===== src/hdl/ptimer_pkg.sv =====
/*
 * Constants for one pair of 8-bit programmable down-counter timers:
 * register indices, field positions, reset values, filter width and
 * prescaler ratios. Assumes AXI4-Lite with 32-bit data, byte address
 * equal to four times the register index.
 */
// How it works
// - a pair holds a 16-bit presettable down counter, split as two 8-bit timers
// - each 8-bit counter has its own reload register and compare register
// - bit 7 of the first control register picks 8-bit pair or 16-bit; resets 0
// - in 8-bit mode each timer obeys its own control bits, except the low one's filter enable b6, which serves both
// - in 16-bit mode low timer underflow clocks the high timer
// - 16-bit mode uses low run, preset, clock select; high ones read 0
// - control bits: output enable b3, run b2, preset b1 reads 0, select b0
// - clock select 0 takes the prescaler, 1 takes the shared external input
// - optional filter drops external pulses under 16 slow oscillator periods
// - source select 1 feeds the prescaler from slow, 0 from fast oscillator
// - 3-bit ratio: fast 1..4096, slow 1..128 in the listed steps
// - the prescaled clock reaches a timer only while its gate bit is 1
// - in 16-bit mode the high timer's clock settings are ignored
// - timer underflows are provided as outputs for serial and display use
// - reload and compare together form a PWM output waveform
// - run 1 counts down, run 0 blocks the clock and holds the count
// - underflow reloads; preset loads at once, 16 bits via the low preset
// - reset sets reload registers to FF and compare registers to 00
package ptimer_pkg;

	localparam int ADDR_W = 18;

	// register indices; byte address is four times the index
	localparam logic [15:0] IDX_CTRL_L  = 16'hFF30;
	localparam logic [15:0] IDX_CTRL_H  = 16'hFF31;
	localparam logic [15:0] IDX_RELOAD_L = 16'hFF32;
	localparam logic [15:0] IDX_RELOAD_H = 16'hFF33;
	localparam logic [15:0] IDX_CMP_L   = 16'hFF34;
	localparam logic [15:0] IDX_CMP_H   = 16'hFF35;
	localparam logic [15:0] IDX_PRESC_L = 16'hFF36;
	localparam logic [15:0] IDX_PRESC_H = 16'hFF37;
	localparam logic [15:0] IDX_COUNT_L = 16'hFF38;
	localparam logic [15:0] IDX_COUNT_H = 16'hFF39;

	// control register fields
	localparam int B_MODE   = 7;
	localparam int B_FLT    = 6;
	localparam int B_RSV    = 4;
	localparam int B_OE     = 3;
	localparam int B_RUN    = 2;
	localparam int B_PRESET = 1;
	localparam int B_CKSEL  = 0;

	// prescaler register fields
	localparam int B_GATE  = 4;
	localparam int B_SRC   = 3;
	localparam int B_RATIO = 0;

	localparam logic [7:0] RELOAD_RST = 8'hFF;
	localparam logic [7:0] CMP_RST    = 8'h00;
	localparam logic [7:0] CNT_RST    = 8'hFF;

	localparam logic [1:0] RESP_OKAY   = 2'h0;
	localparam logic [1:0] RESP_SLVERR = 2'h2;

	// filter width in slow oscillator periods
	localparam int         FLT_PERIODS = 16;
	localparam logic [3:0] FLT_LAST    = 4'(FLT_PERIODS - 1);

	// division ratio minus one for a source and ratio code
	function automatic logic [11:0] presc_div_m1(input logic       slow,
	                                             input logic [2:0] code);
		logic [11:0] r;
		r = 12'h000;
		if (slow) begin
			r = 12'((12'h001 << code) - 12'h001);
		end else begin
			unique case (code)
				3'h0: r = 12'h000;
				3'h1: r = 12'h001;
				3'h2: r = 12'h007;
				3'h3: r = 12'h01F;
				3'h4: r = 12'h03F;
				3'h5: r = 12'h0FF;
				3'h6: r = 12'h3FF;
				3'h7: r = 12'hFFF;
			endcase
		end
		return r;
	endfunction

endpackage


===== src/hdl/timer_ch_if.sv =====
/*
 * Link between the pair controller and one 8-bit down counter.
 * Assumes both ends run on the same clock.
 */
`timescale 1ns/1ps
interface timer_ch_if;
	logic       tick;
	logic       preset;
	logic [7:0] reload;
	logic [7:0] compare;
	logic [7:0] count;
	logic       uf;
	logic       match;

	modport ctl (output tick, preset, reload, compare,
	             input  count, uf, match);
	modport chan (input  tick, preset, reload, compare,
	              output count, uf, match);
endinterface


===== src/hdl/down_counter8.sv =====
/*
 * One 8-bit presettable down counter with reload and compare.
 * Assumes tick and preset are single-cycle strobes in the aclk domain.
 */
`timescale 1ns/1ps
module down_counter8
	import ptimer_pkg::*;
(
	input wire logic  aclk,
	input wire logic  aresetn,
	timer_ch_if.chan  ch
);

	logic [7:0] cnt_q;
	logic [7:0] cnt_d;

	// ==========================================================
	// counting
	assign ch.count = cnt_q;
	assign ch.match = (cnt_q == ch.compare);
	assign ch.uf    = ch.tick && !ch.preset && (cnt_q == 8'h00);
	assign cnt_d    = ch.preset ? ch.reload :
	                  ch.uf     ? ch.reload :
	                  ch.tick   ? 8'(cnt_q - 8'h01) : cnt_q;

	always_ff @(posedge aclk) begin
		if (!aresetn) begin
			cnt_q <= CNT_RST;
		end else begin
			cnt_q <= cnt_d;
		end
	end
endmodule


===== src/hdl/timer_pair.sv =====
/*
 * Pair of 8-bit programmable timers, cascadable to 16 bits, with
 * prescaler, external event input, noise filter and PWM outputs,
 * behind an AXI4-Lite slave. Assumes slow_osc_tick and fast_osc_tick
 * are one-cycle strobes in the aclk domain, one per oscillator period.
 */
`timescale 1ns/1ps
module timer_pair
	import ptimer_pkg::*;
(
	input  wire logic              aclk,
	input  wire logic              aresetn,
	input  wire logic              slow_osc_tick,
	input  wire logic              fast_osc_tick,
	input  wire logic              external_count_clock,
	input  wire logic [ADDR_W-1:0] awaddr,
	input  wire logic              awvalid,
	output logic                   awready,
	input  wire logic [31:0]       wdata,
	input  wire logic [3:0]        wstrb,
	input  wire logic              wvalid,
	output logic                   wready,
	output logic [1:0]             bresp,
	output logic                   bvalid,
	input  wire logic              bready,
	input  wire logic [ADDR_W-1:0] araddr,
	input  wire logic              arvalid,
	output logic                   arready,
	output logic [31:0]            rdata,
	output logic [1:0]             rresp,
	output logic                   rvalid,
	input  wire logic              rready,
	output logic [1:0]             timer_output_signal,
	output logic [1:0]             timer_underflow
);

	function automatic logic is_mapped(input logic [15:0] idx);
		return idx >= IDX_CTRL_L && idx <= IDX_COUNT_H;
	endfunction

	// ==========================================================
	// state
	logic        mode_q;
	logic        flt_en_q;
	logic [1:0]  rsv_q;
	logic [1:0]  oe_q;
	logic [1:0]  run_q;
	logic [1:0]  cksel_q;
	logic [1:0]  src_q;
	logic [1:0]  gate_q;
	logic [2:0]  ratio_q [2];
	logic [7:0]  rl_q [2];
	logic [7:0]  cmp_q [2];
	logic        preset_l_q;
	logic        preset_h_q;
	logic        ext_s1_q;
	logic        ext_s2_q;
	logic        flt_q;
	logic [3:0]  flt_cnt_q;
	logic        ext_prev_q;
	logic        aw_have_q;
	logic        w_have_q;
	logic [15:0] aw_idx_q;
	logic [7:0]  wd_q;
	logic        wstb_q;

	timer_ch_if ch_l ();
	timer_ch_if ch_h ();

	down_counter8 u_low (
		.aclk    (aclk),
		.aresetn (aresetn),
		.ch      (ch_l.chan)
	);

	down_counter8 u_high (
		.aclk    (aclk),
		.aresetn (aresetn),
		.ch      (ch_h.chan)
	);

	// ==========================================================
	// bus decode
	logic        aw_take;
	logic        w_take;
	logic        ar_take;
	logic        do_wr;
	logic        aw_have_d;
	logic        w_have_d;
	logic        rvalid_d;
	logic        we_ctl_l;
	logic        we_ctl_h;
	logic [1:0]  we_rl;
	logic [1:0]  we_cmp;
	logic [1:0]  we_ps;
	logic [15:0] ar_idx;
	logic [7:0]  ctl_l_rd;
	logic [7:0]  ctl_h_rd;
	logic [7:0]  rd_byte;

	assign aw_take   = awvalid && awready;
	assign w_take    = wvalid && wready;
	assign ar_take   = arvalid && arready;
	assign do_wr     = aw_have_q && w_have_q && !bvalid;
	assign aw_have_d = aw_take ? 1'b1 : do_wr ? 1'b0 : aw_have_q;
	assign w_have_d  = w_take ? 1'b1 : do_wr ? 1'b0 : w_have_q;
	assign rvalid_d  = ar_take ? 1'b1 : rready ? 1'b0 : rvalid;

	assign we_ctl_l  = do_wr && wstb_q && aw_idx_q == IDX_CTRL_L;
	assign we_ctl_h  = do_wr && wstb_q && aw_idx_q == IDX_CTRL_H;
	assign we_rl[0]  = do_wr && wstb_q && aw_idx_q == IDX_RELOAD_L;
	assign we_rl[1]  = do_wr && wstb_q && aw_idx_q == IDX_RELOAD_H;
	assign we_cmp[0] = do_wr && wstb_q && aw_idx_q == IDX_CMP_L;
	assign we_cmp[1] = do_wr && wstb_q && aw_idx_q == IDX_CMP_H;
	assign we_ps[0]  = do_wr && wstb_q && aw_idx_q == IDX_PRESC_L;
	assign we_ps[1]  = do_wr && wstb_q && aw_idx_q == IDX_PRESC_H;

	// preset reads 0; in 16-bit mode the shadowed bits read 0
	assign ctl_l_rd = {mode_q, flt_en_q, 1'b0, rsv_q[0] && !mode_q,
	                   oe_q[0] && !mode_q, run_q[0], 1'b0, cksel_q[0]};
	assign ctl_h_rd = {3'h0, rsv_q[1], oe_q[1], run_q[1] && !mode_q,
	                   1'b0, cksel_q[1] && !mode_q};

	assign ar_idx  = araddr[17:2];
	assign rd_byte =
		ar_idx == IDX_CTRL_L   ? ctl_l_rd :
		ar_idx == IDX_CTRL_H   ? ctl_h_rd :
		ar_idx == IDX_RELOAD_L ? rl_q[0] :
		ar_idx == IDX_RELOAD_H ? rl_q[1] :
		ar_idx == IDX_CMP_L    ? cmp_q[0] :
		ar_idx == IDX_CMP_H    ? cmp_q[1] :
		ar_idx == IDX_PRESC_L  ? {3'h0, gate_q[0], src_q[0], ratio_q[0]} :
		ar_idx == IDX_PRESC_H  ? {3'h0, gate_q[1], src_q[1], ratio_q[1]} :
		ar_idx == IDX_COUNT_L  ? ch_l.count :
		ar_idx == IDX_COUNT_H  ? ch_h.count : 8'h00;

	// ==========================================================
	// bus handshake
	always_ff @(posedge aclk) begin
		if (!aresetn) begin
			aw_have_q <= 1'b0;
			w_have_q  <= 1'b0;
			awready   <= 1'b0;
			wready    <= 1'b0;
			arready   <= 1'b0;
			bvalid    <= 1'b0;
			bresp     <= RESP_OKAY;
			rvalid    <= 1'b0;
			rresp     <= RESP_OKAY;
			rdata     <= 32'h0000_0000;
			aw_idx_q  <= 16'h0000;
			wd_q      <= 8'h00;
			wstb_q    <= 1'b0;
		end else begin
			aw_have_q <= aw_have_d;
			w_have_q  <= w_have_d;
			awready   <= !aw_have_d;
			wready    <= !w_have_d;
			arready   <= !rvalid_d;
			rvalid    <= rvalid_d;
			if (aw_take) begin
				aw_idx_q <= awaddr[17:2];
			end
			if (w_take) begin
				wd_q   <= wdata[7:0];
				wstb_q <= wstrb[0];
			end
			if (do_wr) begin
				bvalid <= 1'b1;
				bresp  <= is_mapped(aw_idx_q) ? RESP_OKAY : RESP_SLVERR;
			end else if (bready) begin
				bvalid <= 1'b0;
			end
			if (ar_take) begin
				rdata <= {24'h00_0000, rd_byte};
				rresp <= is_mapped(ar_idx) ? RESP_OKAY : RESP_SLVERR;
			end
		end
	end

	// ==========================================================
	// control registers
	always_ff @(posedge aclk) begin
		if (!aresetn) begin
			mode_q     <= 1'b0;
			flt_en_q   <= 1'b0;
			rsv_q      <= 2'h0;
			oe_q       <= 2'h0;
			run_q      <= 2'h0;
			cksel_q    <= 2'h0;
			src_q      <= 2'h0;
			gate_q     <= 2'h0;
			preset_l_q <= 1'b0;
			preset_h_q <= 1'b0;
			for (int i = 0; i < 2; i++) begin
				ratio_q[i] <= 3'h0;
				rl_q[i]    <= RELOAD_RST;
				cmp_q[i]   <= CMP_RST;
			end
		end else begin
			preset_l_q <= we_ctl_l && wd_q[B_PRESET];
			preset_h_q <= we_ctl_h && wd_q[B_PRESET] && !mode_q;
			if (we_ctl_l) begin
				mode_q     <= wd_q[B_MODE];
				flt_en_q   <= wd_q[B_FLT];
				rsv_q[0]   <= wd_q[B_RSV];
				oe_q[0]    <= wd_q[B_OE];
				run_q[0]   <= wd_q[B_RUN];
				cksel_q[0] <= wd_q[B_CKSEL];
			end
			if (we_ctl_h) begin
				rsv_q[1]   <= wd_q[B_RSV];
				oe_q[1]    <= wd_q[B_OE];
				run_q[1]   <= wd_q[B_RUN];
				cksel_q[1] <= wd_q[B_CKSEL];
			end
			for (int i = 0; i < 2; i++) begin
				if (we_rl[i]) begin
					rl_q[i] <= wd_q;
				end
				if (we_cmp[i]) begin
					cmp_q[i] <= wd_q;
				end
				if (we_ps[i]) begin
					gate_q[i]  <= wd_q[B_GATE];
					src_q[i]   <= wd_q[B_SRC];
					ratio_q[i] <= wd_q[B_RATIO +: 3];
				end
			end
		end
	end

	// ==========================================================
	// prescalers
	logic [1:0] pre_tick;

	for (genvar g = 0; g < 2; g++) begin : g_presc
		logic        src_tick;
		logic [11:0] div_m1;
		logic [11:0] pre_cnt_q;
		assign src_tick = src_q[g] ? slow_osc_tick : fast_osc_tick;
		assign div_m1   = presc_div_m1(src_q[g], ratio_q[g]);
		assign pre_tick[g] = gate_q[g] && src_tick &&
		                     pre_cnt_q == div_m1;

		always_ff @(posedge aclk) begin
			if (!aresetn) begin
				pre_cnt_q <= 12'h000;
			end else if (pre_tick[g]) begin
				pre_cnt_q <= 12'h000;
			end else if (gate_q[g] && src_tick) begin
				pre_cnt_q <= 12'(pre_cnt_q + 12'h001);
			end
		end
	end

	// ==========================================================
	// external event input
	logic ext_lvl;
	logic ext_tick;

	assign ext_lvl  = flt_en_q ? flt_q : ext_s2_q;
	assign ext_tick = ext_prev_q && !ext_lvl;

	always_ff @(posedge aclk) begin
		if (!aresetn) begin
			ext_s1_q   <= 1'b1;
			ext_s2_q   <= 1'b1;
			flt_q      <= 1'b1;
			flt_cnt_q  <= 4'h0;
			ext_prev_q <= 1'b1;
		end else begin
			ext_s1_q   <= external_count_clock;
			ext_s2_q   <= ext_s1_q;
			ext_prev_q <= ext_lvl;
			if (ext_s2_q == flt_q) begin
				flt_cnt_q <= 4'h0;
			end else if (slow_osc_tick) begin
				if (flt_cnt_q == FLT_LAST) begin
					flt_q     <= ext_s2_q;
					flt_cnt_q <= 4'h0;
				end else begin
					flt_cnt_q <= 4'(flt_cnt_q + 4'h1);
				end
			end
		end
	end

	// ==========================================================
	// counter clocking and cascade
	logic [1:0] match_e;
	logic [1:0] uf_e;
	logic [1:0] oe_e;

	assign ch_l.tick = run_q[0] &&
	                   (cksel_q[0] ? ext_tick : pre_tick[0]);
	assign ch_h.tick = mode_q ? ch_l.uf :
	                   run_q[1] && (cksel_q[1] ? ext_tick : pre_tick[1]);
	assign ch_l.preset  = preset_l_q;
	assign ch_h.preset  = mode_q ? preset_l_q : preset_h_q;
	assign ch_l.reload  = rl_q[0];
	assign ch_h.reload  = rl_q[1];
	assign ch_l.compare = cmp_q[0];
	assign ch_h.compare = cmp_q[1];

	assign match_e[0] = ch_l.match;
	assign match_e[1] = mode_q ? ch_l.match && ch_h.match : ch_h.match;
	assign uf_e[0]    = ch_l.uf;
	assign uf_e[1]    = ch_h.uf;
	assign oe_e[0]    = oe_q[0] && !mode_q;
	assign oe_e[1]    = oe_q[1];

	// ==========================================================
	// outputs
	always_ff @(posedge aclk) begin
		if (!aresetn) begin
			timer_output_signal <= 2'h0;
			timer_underflow     <= 2'h0;
		end else begin
			timer_underflow <= uf_e;
			for (int i = 0; i < 2; i++) begin
				if (!oe_e[i] || uf_e[i]) begin
					timer_output_signal[i] <= 1'b0;
				end else if (match_e[i]) begin
					timer_output_signal[i] <= 1'b1;
				end
			end
		end
	end
endmodule


===== config.mk =====
export PLATFORM = sky130hd
export DESIGN_NAME = timer_pair
export DESIGN_NICKNAME = d
export VERILOG_FILES = /design/src/hdl/ptimer_pkg.sv /design/src/hdl/timer_ch_if.sv /design/src/hdl/down_counter8.sv /design/src/hdl/timer_pair.sv
export SDC_FILE = /design/constraint.sdc
export NUM_CORES = 1
export LEC_CHECK = 0
export BUFFER_PORTS_ARGS = -buffer_cell sky130_fd_sc_hd__buf_2
export CAP_MARGIN = 20
export CORE_AREA = 3 3 107 130
export DETAILED_ROUTE_END_ITERATION = 10
export DIE_AREA = 0 0 110 133
export PLACE_DENSITY = 0.85
export SLEW_MARGIN = 40
export SYNTH_ARGS = -nofsm -noshare
export SYNTH_HDL_FRONTEND = slang
export SYNTH_SLANG_ARGS = --single-unit

===== constraint.sdc =====
create_clock -name aclk -period 7.1 [get_ports aclk]
set_clock_uncertainty 0.2 [all_clocks]
set_input_delay 1.42 -clock aclk [delete_from_list [all_inputs] [get_ports aclk]]
set_output_delay 1.42 -clock aclk [all_outputs]
set_load 0.02 [all_outputs]

[Word-level counts from Yosys, hierarchy flattened]
Memory sizes are Yosys's and may differ from the RTL's.
Index checks and enable logic that the tools add are counted.
Operators by class
  $add $sub $neg: 7
  multiply operators: 0
  divide/modulo/power cells: 0
  magnitude comparators: 4
  eq/ne operators: 24
  shift-type cells: 2
  mux-type cells: 62
  bitwise gates (word level): 8
  reduce and logical (&&, ||, !) cells: 58
Operators with widths (count)
  $eq 16x16->1 const B: 18
  $mux 8: 20
  $logic_and 1x1->1: 35
  $mux 1: 35
  $ge 16x16->1 const B: 2
  $le 16x16->1 const B: 2
  $add 12x1->12 const B: 2
  $eq 12x12->1: 2
  $mux 12: 2
  $shl 1x3->12 const A: 2
  $sub 12x1->12 const B: 2
  $eq 8x8->1: 2
  $logic_not 8->1: 2
  $sub 8x1->8 const B: 2
  $logic_not 1->1: 10
  $reduce_or 2->1: 5
  $mux 3: 2
  $or 1x1->1: 6
  $reduce_bool 3->1: 2
  $add 4x1->4 const B: 1
  $eq 4x4->1 const B: 1
  $mux 2: 2
  $mux 4: 1
  $reduce_and 3->1: 1
  4 further kinds: 6
Word-level totals
  register bits: 112
  bits in latches: 0
  bits in writable memories: 38
  ROM bits: 192
  input bits: 82
  output and inout bits: 45
  logic and storage cells: 211
  memories kept: 5
Memories
  (no name shown): words 8, width 12, read ports 1, clocked after memory_dff 0, write ports 0, RTL line ptimer_pkg.sv:75  | unique case (code)
  (no name shown): words 8, width 12, read ports 1, clocked after memory_dff 0, write ports 0, RTL line ptimer_pkg.sv:75
  cmp_q: words 2, width 8, read ports 2, clocked after memory_dff 0, write ports 2, RTL line timer_pair.sv:53  | logic [7:0] cmp_q [2];
  rl_q: words 2, width 8, read ports 2, clocked after memory_dff 0, write ports 2, RTL line timer_pair.sv:52  | logic [7:0] rl_q [2];
  ratio_q: words 2, width 3, read ports 2, clocked after memory_dff 0, write ports 2, RTL line timer_pair.sv:51  | logic [2:0] ratio_q [2];

[Longest topological paths before layout]
An unclocked memory read counts as a cell.
  depth in word-level cells: 15
  gate-level depth with buffers: 11
  mapped depth without buffers: 10

[Cells and area by module]
A second synthesis with hierarchy kept.
Second synthesis, totals
  cell total of the unflattened synthesis: 920
  area total of the unflattened synthesis: 8030.2 um^2
By module, submodules not included
  timer_pair: times used 1, cells an instance 748, area an instance 6688.9 um^2, sequential area each 3022.9 um^2
  down_counter8: times used 2, cells an instance 86, area an instance 670.6 um^2, sequential area each 160.2 um^2

[Least setup slack after synthesis]
No wires, ideal clock.
  path type: input -> register
  start: in slow_osc_tick
  end: reg u_low.cnt_q[4] (netlist: u_low.ch.count[4])
  library setup time: 122 ps
  arrival time: 3259 ps
  required time: 6778 ps
  setup slack: 3519 ps
  cell stages on the path: 10
  cells stage by stage: buf_2 > mux2i_1 > nor2b_1 > buf_2 > nand3_1 > nor4_4 > a31o_2 > a31oi_4 > or3b_2 > o311a_1
On the way
  word-level cells in the longest chain between the ends: 9
  elaborated cells between the ends (all ways): 10
Ends and longest elaborated chain
  from (decl): RTL line timer_pair.sv:13  | input wire logic slow_osc_tick,
  $mux 1 (*): RTL line timer_pair.sv:241  | assign src_tick = src_q[g] ? slow_osc_tick : fast_osc_tick;
  $logic_and 1x1->1 (*) (2 in a row): RTL line timer_pair.sv:243  | assign pre_tick[g] = gate_q[g] && src_tick &&
  $mux 1 (*): RTL line timer_pair.sv:296  | (cksel_q[0] ? ext_tick : pre_tick[0]);
  $logic_and 1x1->1 (*): RTL line timer_pair.sv:295  | assign ch_l.tick = run_q[0] &&
  $logic_and 1x1->1 (2 in a row): RTL line down_counter8.sv:21  | assign ch.uf = ch.tick && !ch.preset && (cnt_q == 8'h00);
  $mux 8: RTL line down_counter8.sv:23  | ch.uf ? ch.reload :
  $mux 8: RTL line down_counter8.sv:22  | assign cnt_d = ch.preset ? ch.reload :
  to (signal assigned): RTL line down_counter8.sv:30  | cnt_q <= cnt_d;
  to (decl): RTL line down_counter8.sv:14  | logic [7:0] cnt_q;
Every way passes the cells marked *; elsewhere a longest branch is shown, timed or not.
A chain may end at the register's enable or synchronous reset.

[Final worst setup path]
Ends and elaborated chain as after synthesis.

==> metrics.yaml <==
status:
  status: "complete, no violations"
critical_path:
  worstPathRequired_ns: 7.21
  crit_arrival_ns: 3.96
  crit_path_start_kind: "primary input"
  path_class: "in2reg"
  cp-end-kind: "flip-flop"
  cp_max_fo: 10
timing:
  fin_crit_sh_pct: 54.2
  rsz0062_at_grt: "no"
  worstMarginPinSlew_ns: 0.745
  finalWorstSetupSlack_ns: 3.25
  hold_viol: 0
  slew_viol_final: 0
  slew_headroom_pct: 50.2
  finalCriticalPeriod_ns: 3.85
  max_freq_ghz: 0.260
  setup-tns-final_ns: 0
  setup_violations: 0
logic_synthesis:
  yosys_most_used_dff: "dfxtp_1"
  yosys_warnings: 0
  synth_cell_types: 72
  synthCells: 893
  synthArstFlopShare_pct: 0
  synth_area_per_cell_um2: 8.84
  synth_edf_count: 38
  syn_area_um2: 7890
  synth_top_area_share_pct: 27.9
  yosys-top-cells-area: "dfxtp_1 (28%), edfxtp_1 (14%), nand2_1 (5.2%), nor2_1 (3.2%), a21boi_0 (3.1%)"
  synth_seq_area_share_pct: 42.4
  synth_top_area_cell: "dfxtp_1"
  ys_seq_elements: 148
clock_network:
  ctsHoldBuffers: 0
  insertion_delay_ns: 0.43
  post_cts_buffers: 0
  h-tree-depth: 4
  numCtsBuffers: 17
  root_buffer: "clkbuf_16"
  cts_tree: "yes"
  clk_pin_slew_worst_paths_ns: 0.06
  cts_buffer_depth: 2
  cts_sinks: 148
  post_cts_resized: 0
finish:
  final_nets: 1015
  syn_to_final_growth_pct: 10.1
  instances_no_fill: 1104
  drive_above_1_share_pct: 14.3
  fillers: 1056
  antenna_cells: 0
  area.sequential_um2: 3340
  fin_area_um2: 8690
  multi_input_area_um2: 4150
global_routing:
  grt_pass1_wl_um: 30500
  grt_use_total_pct: 26.4
  gr-total-overflow: 0
  grt_max_degree: 74
  grt_pass1_vias: 6207
  antenna_found_initial: 0
power_and_ir_drop:
  ir_worst_vdd_uv: 167
  power_leakage_nw: 3.24
  power_density_nw_per_um2: 211
  power.total_mw: 1.83
placement:
  preCtsSetupSlack_ns: 2.85
  placed_cell_area_um2: 8150
  hpwl_um: 13400
  port_buffers: 69
  placed_cells: 1072
  gp_congestion: 0.954
floorplan:
  die_x_um: 110
  die_area_um2: 14600
  rows: 45
  start_util_pct: 62.3
  die_h_um: 133
  fp.coreArea_um2: 12700
  ios: 127
min_path:
  hold_path.class: "reg2reg"
flow_run:
  timing.max_cap.violations: 0
route:
  postRouteAntennaNets: 0
  viasPerCell: 6.04
  wire_per_inst_um: 16.9
  drt-initial-drc-count: 515
  wl_um: 18600
  drc: 0
  dr.pass1.iters: 7
  dr_total_vias: 6673
area by class of cell:
class                   count  share of cell area (%)
well taps                 164                    2.36
flip-flops and latches    148                    38.5
repair buffers             72                    4.23
clock inverters            13                    1.17
multi-input cells         663                    47.7
inverters                  25                    1.08
clock buffers              19                    4.98
metrics by stage:
| stage | util [%] | hold slack [ns] |
|---|---|---|
| final | 68.6 | 0.208 |
| after global routing | 68.6 | 0.247 |
| after CTS | 68.6 | 0.207 |
| after detailed placement | 64.3 | 0.192 |
| after global placement | 64.3 | 0.189 |
| after floorplan | - | 0.186 |
sequential cells by signal (all words and copies together) (netlist names), 2 cells and up:
name / cells
g_presc.pre_cnt_q: 24
aw_idx_q: 16
cmp_q: 16
rl_q: 16
rdata: 8
u_high.ch.count: 8
u_low.ch.count: 8
wd_q: 8
ratio_q: 6
flt_cnt_q: 4
cksel_q: 2
gate_q: 2
oe_q: 2
rsv_q: 2
run_q: 2
src_q: 2
timer_output_signal: 2
timer_underflow: 2
metal layers:
metal | global-route usage (%) | wire (um) | part of all wire [%]
met1 | 33.5 | 7450 | 40
met2 | 41.5 | 8810 | 47
met3 | 6.49 | 1630 | 8.8
met4 | 13.0 | 751 | 4.0
met5 | 0 | 0 | 0
Yosys cell counts, types with 6 or more instances:
master       n
xor2_1      26
edfxtp_1    38
ha_1         6
and2_1      12
a21boi_0    33
o21ai_0     38
mux2i_1     24
dfxtp_1    110
nand2b_1    18
nor2b_1     20
o2111ai_1    6
nand3_1     23
xnor2_1     19
nor2_1      68
a31oi_1     12
nand4_1     20
and3_1      17
clkbuf_1    42
o31ai_1      7
a21oi_1     37
mux2_2       8
nor3_1      16
a32oi_1      6
nand2_1    110
buf_2       11
or2_2        9
inv_1       24
buf_4       27
o211ai_1     9
final timing paths:
path,start,end,slack (ns),cells past startpoint
setup / recovery,slow_osc_tick,u_low.ch.count[4]$_SDFFE_PN1P_,3.25,9
hold / removal,ext_s1_q$_SDFF_PN1_,ext_s2_q$_SDFF_PN1_,0.21,1
setup reg to reg,src_q[0]$_SDFFE_PN0P_,u_low.ch.count[4]$_SDFFE_PN1P_,3.74,8
hold reg to reg,ext_s1_q$_SDFF_PN1_,ext_s2_q$_SDFF_PN1_,0.21,1
cells in the final DEF (no fill, tap or decap), drive strengths merged, types with 5 or more instances in the layout:
| master | n |
|---|---|
| and2 | 12 |
| or2 | 9 |
| nor2 | 68 |
| nor2b | 20 |
| a21boi | 33 |
| o21ai | 38 |
| nand4b | 5 |
| mux2i | 24 |
| a21oi | 37 |
| a31oi | 13 |
| and3 | 17 |
| o31ai | 7 |
| nor3 | 17 |
| inv | 29 |
| nand4 | 20 |
| nand2 | 111 |
| xnor2 | 19 |
| xor2 | 26 |
| nand3 | 23 |
| buf | 72 |
| clkbuf | 19 |
| clkinv | 5 |
| o211ai | 9 |
| mux2 | 8 |
| ha | 6 |
| a32oi | 6 |
| nor3b | 5 |
| nor4 | 6 |
| conb | 26 |
| nand2b | 18 |
| dfxtp | 110 |
| o2111ai | 6 |
| edfxtp | 38 |
cell families (layout without fill, tap and decap cells):
logic type / count (synthesis) / count (layout) / synth area share (%)
AO/OA/AOI/OAI: 193 / 193 / 16.9
XOR/XNOR: 45 / 45 / 4.99
adder cells (fa/ha/maj): 6 / 6 / 0.951
buffers and inverters: 107 / 129 / 6.55
flip-flops: 148 / 148 / 42.4
multiplexers: 34 / 34 / 4.76
other: 1 / 26 / 0.0475
AND/OR/NAND/NOR: 359 / 359 / 23.4
power by group:
| part | switching, mW | internal (mW) | total [mW] |
|---|---|---|---|
| sequential | 0.0213 | 0.883 | 0.905 |
| combinational | 0.0733 | 0.0430 | 0.116 |
| clock | 0.361 | 0.451 | 0.811 |
| total | 0.455 | 1.38 | 1.83 |
critical path: stages:
cell     delay (ns)
buf_2          0.17
mux2i_1        0.09
nor2b_1        0.60
nand3_1        0.24
nor4_4         0.34
a31o_2         0.32
a31oi_4        0.15
or3b_2         0.49
o311a_1        0.13
(Power assumes the default switching activity.)
